[src/hbp_pkg.sv]
// Constants, register map and types for the boot host port controller
package hbp_pkg;

    // ========================================
    // Clock and strobe timing
    localparam int CLK_MHZ     = 50;
    localparam int STROBE_NS   = 80;
    localparam int RECOVER_NS  = 40;
    localparam int STROBE_CYC  = (STROBE_NS * CLK_MHZ + 999) / 1000;
    localparam int RECOVER_CYC = (RECOVER_NS * CLK_MHZ + 999) / 1000;

    // ========================================
    // Device pins and device map
    localparam int DEV_ADDR_W = 13;
    localparam int DEV_DATA_W = 8;
    localparam int SYS_ADDR_W = 20;
    localparam logic [12:0] PRESENCE_OFS   = 13'h1046;
    localparam logic [7:0]  PRESENCE_RST   = 8'h82;
    localparam int          TOGGLE_BIT     = 2;
    localparam logic [7:0]  TOGGLE_MASK    = 8'h04;
    localparam logic [12:0] BOOT_MODE_OFS  = 13'h1070;
    localparam logic [7:0]  ASYNC_BOOT_VAL = 8'h8F;
    localparam int          BURST_LEN      = 4;

    // ========================================
    // Host memory map
    localparam logic [19:0] TOP_BASE = 20'hF_E000;
    localparam logic [19:0] EXP_LO   = 20'hC_8000;
    localparam logic [19:0] EXP_HI   = 20'hE_FFFF;
    localparam logic [19:0] WIN_RST  = 20'hD_0000;

    // ========================================
    // Controller registers on AHB-Lite
    localparam logic [7:0] REG_CMD     = 8'h00;
    localparam logic [7:0] REG_SYSADDR = 8'h04;
    localparam logic [7:0] REG_WDATA   = 8'h08;
    localparam logic [7:0] REG_WINBASE = 8'h0C;
    localparam logic [7:0] REG_MODE    = 8'h10;
    localparam logic [7:0] REG_RDATA   = 8'h14;
    localparam logic [7:0] REG_STATUS  = 8'h18;
    localparam logic       MODE_RST    = 1'b1;

    typedef enum logic [2:0] {
        OP_NONE, OP_READ, OP_WRITE, OP_PROBE, OP_BOOT, OP_BURST
    } hbp_op_type;

endpackage

[src/hbp_strobe_seq.sv]
// One SRAM-like strobe cycle on the device pins, optionally held for bursts
module hbp_strobe_seq import hbp_pkg::*; (
    // Clock and reset
    input  wire logic                  clock,
    input  wire logic                  reset_n,
    // Request side
    input  wire logic                  req,
    input  wire logic                  wr,
    input  wire logic                  hold,
    input  wire logic [DEV_ADDR_W-1:0] addr,
    input  wire logic [DEV_DATA_W-1:0] wdata,
    output logic                       ready,
    output logic                       ack,
    output logic [DEV_DATA_W-1:0]      rdata,
    // Device pins
    output logic [DEV_ADDR_W-1:0]      dev_addr,
    output logic [DEV_DATA_W-1:0]      dev_data_out,
    output logic                       dev_data_oe_n,
    input  wire logic [DEV_DATA_W-1:0] dev_data_in,
    output logic                       dev_ce_n,
    output logic                       dev_oe_n,
    output logic                       dev_we_n
);

    typedef enum logic [2:0] {
        S_IDLE, S_SETUP, S_STROBE, S_HELD, S_RECOV
    } hbp_seq_type;

    hbp_seq_type           state_q, state_d;
    logic [3:0]            cnt_q, cnt_d;
    logic                  wr_q, wr_d, hold_q, hold_d, ack_q, ack_d;
    logic [DEV_ADDR_W-1:0] addr_q, addr_d;
    logic [DEV_DATA_W-1:0] wd_q, wd_d, rd_q, rd_d;
    logic                  ce_q, ce_d, oe_q, oe_d, we_q, we_d, doe_q, doe_d;

    // ========================================
    // Strobe sequencing
    always_comb begin
        state_d = state_q;
        cnt_d   = cnt_q;
        wr_d    = wr_q;
        hold_d  = hold_q;
        addr_d  = addr_q;
        wd_d    = wd_q;
        rd_d    = rd_q;
        ack_d   = 1'b0;
        ce_d    = ce_q;
        oe_d    = oe_q;
        we_d    = we_q;
        doe_d   = doe_q;
        case (state_q)
            S_IDLE: begin
                if (req) begin
                    addr_d  = addr;
                    wd_d    = wdata;
                    wr_d    = wr;
                    hold_d  = hold & ~wr;
                    ce_d    = 1'b0;
                    doe_d   = ~wr;
                    state_d = S_SETUP;
                end
            end
            S_SETUP: begin
                oe_d    = wr_q;
                we_d    = ~wr_q;
                cnt_d   = 4'(STROBE_CYC - 1);
                state_d = S_STROBE;
            end
            S_STROBE: begin
                if (cnt_q != 4'd0) begin
                    cnt_d = cnt_q - 4'd1;
                end else begin
                    ack_d = 1'b1;
                    rd_d  = dev_data_in;
                    if (hold_q) begin
                        state_d = S_HELD;              // [RULE6]
                    end else begin
                        ce_d    = 1'b1;
                        oe_d    = 1'b1;
                        we_d    = 1'b1;
                        cnt_d   = 4'(RECOVER_CYC - 1);
                        state_d = S_RECOV;             // [RULE4]
                    end
                end
            end
            S_HELD: begin
                if (req) begin
                    addr_d  = addr;                    // [RULE6]
                    hold_d  = hold;
                    cnt_d   = 4'(STROBE_CYC - 1);
                    state_d = S_STROBE;
                end
            end
            S_RECOV: begin
                doe_d = 1'b1;
                if (cnt_q != 4'd0) begin
                    cnt_d = cnt_q - 4'd1;
                end else begin
                    state_d = S_IDLE;
                end
            end
            default: state_d = S_IDLE;
        endcase
    end

    always_ff @(posedge clock) begin
        if (!reset_n) begin
            state_q <= S_IDLE;
            cnt_q   <= 4'd0;
            wr_q    <= 1'b0;
            hold_q  <= 1'b0;
            ack_q   <= 1'b0;
            addr_q  <= '0;
            wd_q    <= '0;
            rd_q    <= '0;
            ce_q    <= 1'b1;
            oe_q    <= 1'b1;
            we_q    <= 1'b1;
            doe_q   <= 1'b1;
        end else begin
            state_q <= state_d;
            cnt_q   <= cnt_d;
            wr_q    <= wr_d;
            hold_q  <= hold_d;
            ack_q   <= ack_d;
            addr_q  <= addr_d;
            wd_q    <= wd_d;
            rd_q    <= rd_d;
            ce_q    <= ce_d;
            oe_q    <= oe_d;
            we_q    <= we_d;
            doe_q   <= doe_d;
        end
    end

    assign ready         = (state_q == S_IDLE) || (state_q == S_HELD);
    assign ack           = ack_q;
    assign rdata         = rd_q;
    assign dev_addr      = addr_q;
    assign dev_data_out  = wd_q;
    assign dev_data_oe_n = doe_q;
    assign dev_ce_n      = ce_q;
    assign dev_oe_n      = oe_q;
    assign dev_we_n      = we_q;

    // ========================================
    // Checks
    property p_strobe_excl;
        @(posedge clock) disable iff (!reset_n)
        !(dev_oe_n == 1'b0 && dev_we_n == 1'b0);
    endproperty
    a_strobe_excl: assert property (p_strobe_excl) // [RULE9]
        else $error("read and write strobes together");

    property p_strobe_len;
        @(posedge clock) disable iff (!reset_n)
        $fell(dev_we_n) |-> (!dev_we_n && !dev_ce_n) [*4] ##1 dev_we_n;
    endproperty
    a_strobe_len: assert property (p_strobe_len) // [RULE9]
        else $error("write strobe width wrong");

    property p_drive_write;
        @(posedge clock) disable iff (!reset_n)
        !dev_data_oe_n |-> dev_oe_n;
    endproperty
    a_drive_write: assert property (p_drive_write) // [RULE9]
        else $error("data driven during read");

    c_held: cover property (@(posedge clock) disable iff (!reset_n)
        state_q == S_HELD ##[1:20] state_q == S_STROBE);

endmodule

[src/hbp_host.sv]
// Host controller for the boot host port, programmed over AHB-Lite
// Overview of operation
// [RULE1] Probe reads the presence register twice and expects bit 2 toggled.
// [RULE2] Presence register sits at device offset 1046 hex, read only.
// [RULE3] Presence reserved bits must match 82H outside the toggle bit.
// [RULE4] Without async boot mode, every burst beat is a separate strobe cycle.
// [RULE5] Boot command writes 8FH to the boot access mode byte.
// [RULE6] Async boot mode bursts hold select and read low, stepping address.
// [RULE7] Device returns to strobe-edge clocking after boot reads finish; the model never leaves async mode and the host clears async_q only on reset.
// [RULE8] Wide fetches use async boot mode when booting from the device.
// [RULE9] Pins: 13 address lines, 8 data lines, select, read, write strobes.
// [RULE10] Select asserts only for accesses inside one 8KB window; probe and boot commands assert select without checking the window.
// [RULE11] Device anti-aliases windows larger than 8KB; the model decodes only its 13 address lines and has no anti-aliasing.
// [RULE12] After power-up the CPU fetches first code from the boot block.
// [RULE13] After reset map to top segment, then software remaps to expansion.
// [RULE14] Expansion window base must lie within 0C8000H to 0EFFFFH.
// [RULE15] Device registers transactions on edges of the three strobes.
// [RULE16] Only presence register reads advance the toggle bit.
//
// Chosen here: register access over AHB-Lite.
module hbp_host import hbp_pkg::*; (
    // Clock and reset
    input  wire logic                  clock,
    input  wire logic                  reset_n,
    // AHB-Lite slave
    input  wire logic                  hsel,
    input  wire logic [31:0]           haddr,
    input  wire logic [1:0]            htrans,
    input  wire logic                  hwrite,
    input  wire logic [2:0]            hsize,
    input  wire logic [31:0]           hwdata,
    input  wire logic                  hready,
    output logic                       hreadyout,
    output logic                       hresp,
    output logic [31:0]                hrdata,
    // Device pins
    output logic [DEV_ADDR_W-1:0]      dev_addr,
    output logic [DEV_DATA_W-1:0]      dev_data_out,
    output logic                       dev_data_oe_n,
    input  wire logic [DEV_DATA_W-1:0] dev_data_in,
    output logic                       dev_ce_n,
    output logic                       dev_oe_n,
    output logic                       dev_we_n
);

    typedef enum logic [1:0] {M_IDLE, M_ISSUE, M_WAIT} hbp_main_type;

    hbp_main_type          st_q, st_d;
    hbp_op_type            op_q, op_d;
    logic [1:0]            beat_q, beat_d;
    logic [SYS_ADDR_W-1:0] sys_q, sys_d, win_q, win_d;
    logic [7:0]            wdat_q, wdat_d;
    logic [31:0]           rdat_q, rdat_d, hrd_q, hrd_d;
    logic                  map_q, map_d, async_q, async_d;
    logic                  pres_q, pres_d, err_q, err_d;
    logic                  pend_q, pend_d, hrdy_q;
    logic [7:0]            wa_q, wa_d;
    logic                  req, wr, hold, rdy, ack;
    logic [DEV_ADDR_W-1:0] addr;
    logic [DEV_DATA_W-1:0] wd, rd;
    logic [SYS_ADDR_W-1:0] base;
    logic                  in_win, last, cmd_wr, sta_wr;
    hbp_op_type            new_op;

    // ========================================
    // Window decode
    assign base   = map_q ? TOP_BASE : win_q;             // [RULE13]
    assign in_win = sys_q[19:13] == base[19:13];          // [RULE10]
    assign last   = beat_q == 2'(BURST_LEN - 1);
    assign new_op = hbp_op_type'(hwdata[2:0]);
    assign cmd_wr = pend_q && wa_q == REG_CMD;
    assign sta_wr = pend_q && wa_q == REG_STATUS;

    // ========================================
    // Bus slave and register file
    always_comb begin
        pend_d = hsel && hready && htrans[1] && hwrite;
        wa_d   = {haddr[7:2], 2'b00};
        hrd_d  = hrd_q;
        sys_d  = sys_q;
        wdat_d = wdat_q;
        win_d  = win_q;
        map_d  = map_q;
        if (hsel && hready && htrans[1] && !hwrite) begin
            case ({haddr[7:2], 2'b00})
                REG_SYSADDR: hrd_d = 32'(sys_q);
                REG_WDATA:   hrd_d = 32'(wdat_q);
                REG_WINBASE: hrd_d = 32'(win_q);
                REG_MODE:    hrd_d = {30'h0, async_q, map_q};
                REG_RDATA:   hrd_d = rdat_q;
                REG_STATUS:  hrd_d = {29'h0, err_q, pres_q, st_q != M_IDLE};
                default:     hrd_d = 32'h0000_0000;
            endcase
        end
        if (pend_q) begin
            case (wa_q)
                REG_SYSADDR: sys_d  = hwdata[SYS_ADDR_W-1:0];
                REG_WDATA:   wdat_d = hwdata[7:0];
                REG_MODE:    map_d  = hwdata[0];          // [RULE13]
                REG_WINBASE: begin
                    if (hwdata[19:0] >= EXP_LO && hwdata[19:0] <= EXP_HI
                        && hwdata[12:0] == 13'h0000) begin
                        win_d = hwdata[19:0];             // [RULE14]
                    end
                end
                default: ;
            endcase
        end
    end

    // ========================================
    // Command sequencing
    always_comb begin
        st_d    = st_q;
        op_d    = op_q;
        beat_d  = beat_q;
        rdat_d  = rdat_q;
        async_d = async_q;
        pres_d  = pres_q;
        err_d   = err_q;
        req     = 1'b0;
        wr      = 1'b0;
        hold    = 1'b0;
        addr    = sys_q[12:0];
        wd      = wdat_q;
        if (sta_wr && hwdata[2]) begin
            err_d = 1'b0;
        end
        case (st_q)
            M_IDLE: begin
                if (cmd_wr && new_op != OP_NONE) begin
                    if ((new_op == OP_READ || new_op == OP_WRITE
                        || new_op == OP_BURST) && !in_win) begin
                        err_d = 1'b1;                     // [RULE10]
                    end else begin
                        op_d   = new_op;
                        beat_d = 2'd0;
                        rdat_d = 32'h0000_0000;
                        if (new_op == OP_PROBE) begin
                            pres_d = 1'b0;
                        end
                        st_d = M_ISSUE;
                    end
                end
            end
            M_ISSUE: begin
                case (op_q)
                    OP_WRITE: wr = 1'b1;
                    OP_PROBE: addr = PRESENCE_OFS;        // [RULE1] [RULE2]
                    OP_BOOT: begin
                        wr   = 1'b1;
                        addr = BOOT_MODE_OFS;             // [RULE5]
                        wd   = ASYNC_BOOT_VAL;
                    end
                    OP_BURST: begin
                        addr = sys_q[12:0] + 13'(beat_q);
                        hold = async_q && !last;          // [RULE8] [RULE4]
                    end
                    default: ;
                endcase
                req = rdy;
                if (rdy) begin
                    st_d = M_WAIT;
                end
            end
            M_WAIT: begin
                if (ack) begin
                    rdat_d[8*beat_q +: 8] = rd;
                    if (op_q == OP_BOOT) begin
                        async_d = 1'b1;
                    end
                    if (op_q == OP_PROBE && beat_q == 2'd1) begin
                        pres_d = (rd[TOGGLE_BIT] != rdat_q[TOGGLE_BIT])
                            && ((rd & ~TOGGLE_MASK)
                                == (PRESENCE_RST & ~TOGGLE_MASK)); // [RULE3]
                    end
                    if ((op_q == OP_PROBE && beat_q == 2'd0)
                        || (op_q == OP_BURST && !last)) begin
                        beat_d = beat_q + 2'd1;
                        st_d   = M_ISSUE;
                    end else begin
                        st_d = M_IDLE;
                    end
                end
            end
            default: st_d = M_IDLE;
        endcase
    end

    always_ff @(posedge clock) begin
        if (!reset_n) begin
            st_q    <= M_IDLE;
            op_q    <= OP_NONE;
            beat_q  <= 2'd0;
            sys_q   <= '0;
            wdat_q  <= 8'h00;
            win_q   <= WIN_RST;
            rdat_q  <= 32'h0000_0000;
            hrd_q   <= 32'h0000_0000;
            map_q   <= MODE_RST;                          // [RULE12]
            async_q <= 1'b0;
            pres_q  <= 1'b0;
            err_q   <= 1'b0;
            pend_q  <= 1'b0;
            wa_q    <= 8'h00;
            hrdy_q  <= 1'b0;
        end else begin
            st_q    <= st_d;
            op_q    <= op_d;
            beat_q  <= beat_d;
            sys_q   <= sys_d;
            wdat_q  <= wdat_d;
            win_q   <= win_d;
            rdat_q  <= rdat_d;
            hrd_q   <= hrd_d;
            map_q   <= map_d;
            async_q <= async_d;
            pres_q  <= pres_d;
            err_q   <= err_d;
            pend_q  <= pend_d;
            wa_q    <= wa_d;
            hrdy_q  <= 1'b1;
        end
    end

    assign hreadyout = hrdy_q;
    assign hresp     = 1'b0;
    assign hrdata    = hrd_q;

    hbp_strobe_seq u_seq (
        .clock         (clock),
        .reset_n       (reset_n),
        .req           (req),
        .wr            (wr),
        .hold          (hold),
        .addr          (addr),
        .wdata         (wd),
        .ready         (rdy),
        .ack           (ack),
        .rdata         (rd),
        .dev_addr      (dev_addr),
        .dev_data_out  (dev_data_out),
        .dev_data_oe_n (dev_data_oe_n),
        .dev_data_in   (dev_data_in),
        .dev_ce_n      (dev_ce_n),
        .dev_oe_n      (dev_oe_n),
        .dev_we_n      (dev_we_n)
    );

    // ========================================
    // Checks
    property p_boot_code;
        @(posedge clock) disable iff (!reset_n)
        req && op_q == OP_BOOT |-> ##2 dev_addr == BOOT_MODE_OFS
            && dev_data_out == ASYNC_BOOT_VAL && !dev_data_oe_n;
    endproperty
    a_boot_code: assert property (p_boot_code) // [RULE5]
        else $error("boot mode write wrong");

    property p_probe_addr;
        @(posedge clock) disable iff (!reset_n)
        req && op_q == OP_PROBE |-> !wr ##2 dev_addr == PRESENCE_OFS;
    endproperty
    a_probe_addr: assert property (p_probe_addr) // [RULE1]
        else $error("probe address wrong");

    property p_present;
        @(posedge clock) disable iff (!reset_n)
        $rose(pres_q) |-> rdat_q[TOGGLE_BIT] != rdat_q[8 + TOGGLE_BIT];
    endproperty
    a_present: assert property (p_present) // [RULE1]
        else $error("presence without toggle");

    property p_held_burst;
        @(posedge clock) disable iff (!reset_n)
        ack && op_q == OP_BURST && async_q && !last
            |-> ##1 !dev_ce_n && !dev_oe_n;
    endproperty
    a_held_burst: assert property (p_held_burst) // [RULE6]
        else $error("async burst released");

    property p_split_burst;
        @(posedge clock) disable iff (!reset_n)
        ack && op_q == OP_BURST && !async_q |-> ##1 dev_ce_n && dev_oe_n;
    endproperty
    a_split_burst: assert property (p_split_burst) // [RULE4]
        else $error("burst not split");

    property p_win_range;
        @(posedge clock) disable iff (!reset_n)
        win_q >= EXP_LO && win_q <= EXP_HI && win_q[12:0] == 13'h0000;
    endproperty
    a_win_range: assert property (p_win_range) // [RULE14]
        else $error("window base out of range");

    property p_reset_map;
        @(posedge clock) disable iff (!reset_n)
        $rose(reset_n) |-> map_q && base == TOP_BASE;
    endproperty
    a_reset_map: assert property (p_reset_map) // [RULE13]
        else $error("not mapped to top after reset");

    property p_in_window;
        @(posedge clock) disable iff (!reset_n)
        req && (op_q == OP_READ || op_q == OP_WRITE) |-> in_win;
    endproperty
    a_in_window: assert property (p_in_window) // [RULE10]
        else $error("access outside window");

    c_probe: cover property (@(posedge clock) disable iff (!reset_n)
        $rose(pres_q));
    c_boot:  cover property (@(posedge clock) disable iff (!reset_n)
        $rose(async_q));
    c_err:   cover property (@(posedge clock) disable iff (!reset_n)
        $rose(err_q));

endmodule

[config.mk]
export PLATFORM = sky130hd
export DESIGN_NAME = hbp_host
export DESIGN_NICKNAME = d
export VERILOG_FILES = /design/src/hbp_pkg.sv /design/src/hbp_strobe_seq.sv /design/src/hbp_host.sv
export SDC_FILE = /design/constraint.sdc
export NUM_CORES = 1
export LEC_CHECK = 0
export BUFFER_PORTS_ARGS = -buffer_cell sky130_fd_sc_hd__clkbuf_2
export CELL_PAD_IN_SITES_DETAIL_PLACEMENT = 1
export CELL_PAD_IN_SITES_GLOBAL_PLACEMENT = 2
export CORE_MARGIN = 3
export CORE_UTILIZATION = 37
export CTS_BUF_LIST = sky130_fd_sc_hd__clkbuf_4 sky130_fd_sc_hd__clkbuf_8
export DETAILED_ROUTE_END_ITERATION = 12
export MAX_ROUTING_LAYER = met4
export PLACE_DENSITY = 0.86
export RECOVER_POWER = 50
export SYNTH_ARGS = -nofsm -noshare
export SYNTH_HDL_FRONTEND = slang
export SYNTH_SLANG_ARGS = --single-unit
[constraint.sdc]
create_clock -name clock -period 3.27 [get_ports clock]
set_clock_uncertainty 0.1 [all_clocks]
set_input_delay 0.654 -clock clock [delete_from_list [all_inputs] [get_ports clock]]
set_output_delay 0.654 -clock clock [all_outputs]
set_load 0.01 [all_outputs]
==> impl_summary.md <==
Global routing
The number of antenna violations at the first check in global routing is 0. The total global-route track usage is 21.7%. The total global routing overflow is 0. Entering global routing, the biggest net connects 102 pins.

The wire length of the first global-routing pass is 37.3 mm. The number of global-route vias before repair is approximately 6800.

Logic synthesis
In the synthesized netlist the async set-or-reset flop fraction comes to 0%. The fraction of the yosys area taken by sequential cells is between 40 and 50%. In the synthesized netlist, the number of instances is 878. The most frequent cell after synthesis is dfxtp_1. The distinct cell type count of the synthesized netlist is 71. The mux cell area share after synthesis is 10.5%. The arithmetic-cell share of the synthesized area counting full adders, half adders and majority gates is 1.71%. The synthesized netlist devotes 15.0% of its cell area to compound gates.

The dominant register cell in the synthesized netlist is dfxtp_1. Counting instances in the post-synthesis netlist gives the leading cell types as 174 x dfxtp_1, 132 x nor2_1, 81 x mux2i_1, 75 x nand2_1, 59 x a21oi_1. For this run, the number of Yosys warnings is 0. In this run, synthesis produced a sequential element count of 174.

The total nets after synthesis is 970. The count of flip-flops with a built-in enable after synthesis is 0. The synthesized netlist devotes about a quarter of its cell area to simple gates. The top cell type's share of synthesized area is 44.9%. The post-synthesis cell type with the largest combined area is dfxtp_1. After synthesis the cells add up to ~7800 um2. By area the synthesized netlist is led by dfxtp_1 45%, mux2i_1 10%, nor2_1 6.4%. The average instance in the mapped netlist occupies 8.83 um2.

Summing the areas of all xor and xnor instances in the mapped netlist gives 0.678% of the synthesized area. The combinational family with the most area after synthesis is simple AND/OR/NAND/NOR gates.

CTS
The clock tree buffer depth is 2. The clock latency of the later-clocked register in the worst-skew pair is around 480 ps. The clock transition at the registers of the reported paths is 100 ps. The tree is rooted in a clkbuf_8. TritonCTS created 17 clock buffers. After clock tree synthesis, the repair step resized 0 gates. The depth of the CTS H-tree is 4. The post-CTS repair timing setup buffer count is 0. The number of buffers inserted for hold repair after clock tree synthesis is 0. TritonCTS built the clock tree.

Counting every sink on the clock net gives 174.

Layout
The number of fillers in the final layout is between 2000 and 2500. Measured on the finished design, the core utilization comes to 43.5%. After the last flow step, the layout net total stands at ~1100. The sequential cell area is approximately 3500 um2. The total area of multi-input combinational cells is 4020 um2.

The number of diodes added for antenna fixing is 0. Of the cells placed in the final design, the portion with a size suffix greater than 1 is 11.1%. From synthesis to final layout, the design area changed by 14.6%. Once layout is done, the placed cells without fillers occupy 8890 um2.

Detailed routing
Using the TritonRoute via totals, the vias-per-cell ratio works out to about 5.5. The first-pass detailed-route iteration total is 7. The number of violations reported at the end of detailed-routing iteration 0 is 438. The detail-routed net length per standard cell is 18.8 um. The final routed DRC violation total is 0. The overall via count from detail_route is 6810. The wire length reported by the detailed router is 23.4 mm.

The number of nets with antenna violations after routing is 0.

STA
The share of the cycle needed by the critical path after routing is 79.3%. The maximum operating frequency is roughly 0.39 GHz. The worst-case hold slack is 303 ps. The max-slew violation count is 102.

Setup repair after global routing left no endpoint under its margin. The final-layout setup total negative slack is 0 ps. The hold violation total from the final report came to 0. The actual transition at the worst max-transition pin is 2050 ps.

The number of failing setup endpoints in the final timing report is 0. The worst slew margin relative to its limit is -36.5%. The minimum period implied by the final worst setup slack is 2590 ps.

Place
The global placer's final weighted congestion is 0.843. The placed instances occupy a cell area of around 8500 um2. The count of buffers added on input and output ports is 97. The HPWL after detailed placement is between 15 and 20 mm.

Power and ir drop
The part of the total power dissipated in sequential elements is 52.4%. In this run the power density over the cells is ~460 nW/um2. The total power after layout is slightly above 4000 uW. VDD sags by at most 230 uV. The fraction of power spent switching nets is 23.5%. Summed over all cells, the static leakage comes to 0.00307 uW.

The share of total power dissipated in the clock network is 44.2%. The fraction of power consumed by combinational cells is 3.4%. Summed over all nets, the switching power comes to 958 uW. Internal power comes to 3110 uW.

Worst setup path
The worst setup slack for register-to-register paths is 800 ps. In this design, the stage delay of the slowest critical-path cell is 760 ps. The worst setup path is launched from an input pin. Traced cell by cell, the critical path runs through clkbuf_1 -> nor3_1 -> clkbuf_1 -> and4b_1 -> clkbuf_1 -> and2_1 -> buf_4 -> a22oi_1 -> nor2_1.

Data on the critical path arrives at its endpoint at 2910 ps. The critical path start-end classification is in -> reg. The maximum fanout encountered on the critical timing path is 20. On the critical path, the stage with the largest delay is an instance of clkbuf_1. The worst setup path is captured at a flop.

In this design, the critical path's most frequently occurring cell is clkbuf_1. For the worst setup path, the data required time is 3580 ps.

Die
The floorplan has 52 rows. Measured along the y axis, the die boundary spans about 150 um. The standard cell core area is 20400 um2. The initial utilization of the core area, before any placement, comes to 38.0%. The overall die area is 22700 um2. The width of the chip is 151 um.

The top-level I/O count is 141.

Flow run
The max capacitance violation total is 1.

Min path
The path class of the lowest-slack min-delay path is in -> reg.

Status
The run finished, with violations left. The checks that failed: capacitance limit, slew limit.
## state kept, by name, indices dropped and copies added (netlist names), 2 cells and up
| register | flops |
|---|---|
| beat_q | 2 |
| hrdata | 32 |
| op_q | 3 |
| rdat_q | 32 |
| st_q | 2 |
| sys_q | 20 |
| u_seq.cnt_q | 4 |
| u_seq.dev_addr | 13 |
| u_seq.dev_data_out | 8 |
| u_seq.rdata | 8 |
| u_seq.state_q | 3 |
| wa_q | 6 |
| wdat_q | 8 |
| win_q | 20 |
## power by group through the flow
stage / Sequential, uW / Combinational [uW] / Clock [uW]
2_1_floorplan: 2180 / 79.9 / 0
3_3_place_gp: 2180 / 142 / 0
3_5_place_dp: 2180 / 144 / 0
4_1_cts: 2130 / 144 / 1840
5_1_grt: 2130 / 154 / 1930
6_report: 2130 / 139 / 1800
## through the flow
step | instances | setup slack [ps]
final | 1242 | 677
after global routing | 1242 | 409
after CTS | 1242 | 867
after detailed placement | 1210 | 669
after global placement | 1210 | 692
after floorplan | 878 | 1070
## critical path: cells and delay by family
kind | cells | cell delay (ps)
buffers and inverters | 4 | 1370
and+or+nand+nor | 4 | 780
AOI/OAI and AO/OA | 1 | 90
## routing by layer
metal  vias to the layer above  share of wire (%)  wire, um  global-route usage (%)
met5                         -                  0         0                       -
met4                         0                1.9       456                    6.94
met3                        29                4.3      1020                    4.07
met2                       131                 46     10800                    33.4
met1                      3364                 47     11100                    28.9
li1                       3286                  -         -                       -
## cell type report
class	count	share of cell area (%)
Clock inverter	14	2.55
Inverter	11	0.464
Multi-Input combinational cell	640	45.2
Tap cell	270	3.80
Clock buffer	18	2.79
Sequential cell	174	39.2
Timing Repair Buffer	115	5.99
## path summary, 6_finish.rpt
path,startpoint,end,cells after the start
setup / recovery,haddr[5],hrdata[22]$_SDFFE_PN0P_,9
hold / removal,hwrite,pend_q$_SDFF_PN0_,3
setup reg to reg,beat_q[0]$_SDFFE_PN0P_,u_seq.dev_addr[10]$_SDFFE_PN0P_,8
hold reg to reg,u_seq.dev_data_out[7]$_SDFFE_PN0P_,u_seq.dev_data_out[7]$_SDFFE_PN0P_,2
## placed cells by master (no fill, tap or decap), types with 14 or more instances in the layout
cell type	synthesis	final
mux2i_1	81	81
nor3_1	15	14
nand3_1	51	51
clkbuf_8	0	18
and2_1	22	22
clkbuf_2	0	39
o21ai_0	30	30
clkbuf_1	38	62
nor2_1	132	131
a22oi_1	26	26
dfxtp_1	174	174
a21oi_1	59	59
buf_4	2	14
nand2_1	75	75
## logic make-up after synthesis
kind of cell / Yosys count
AND/OR/NAND/NOR: 369
flip-flops: 174
AO/OA/AOI/OAI: 173
multiplexers: 81
buffers and inverters: 64
adder cells (fa/ha/maj): 10
XOR/XNOR: 6
other: 1
Power figures use the tool's default switching activity.
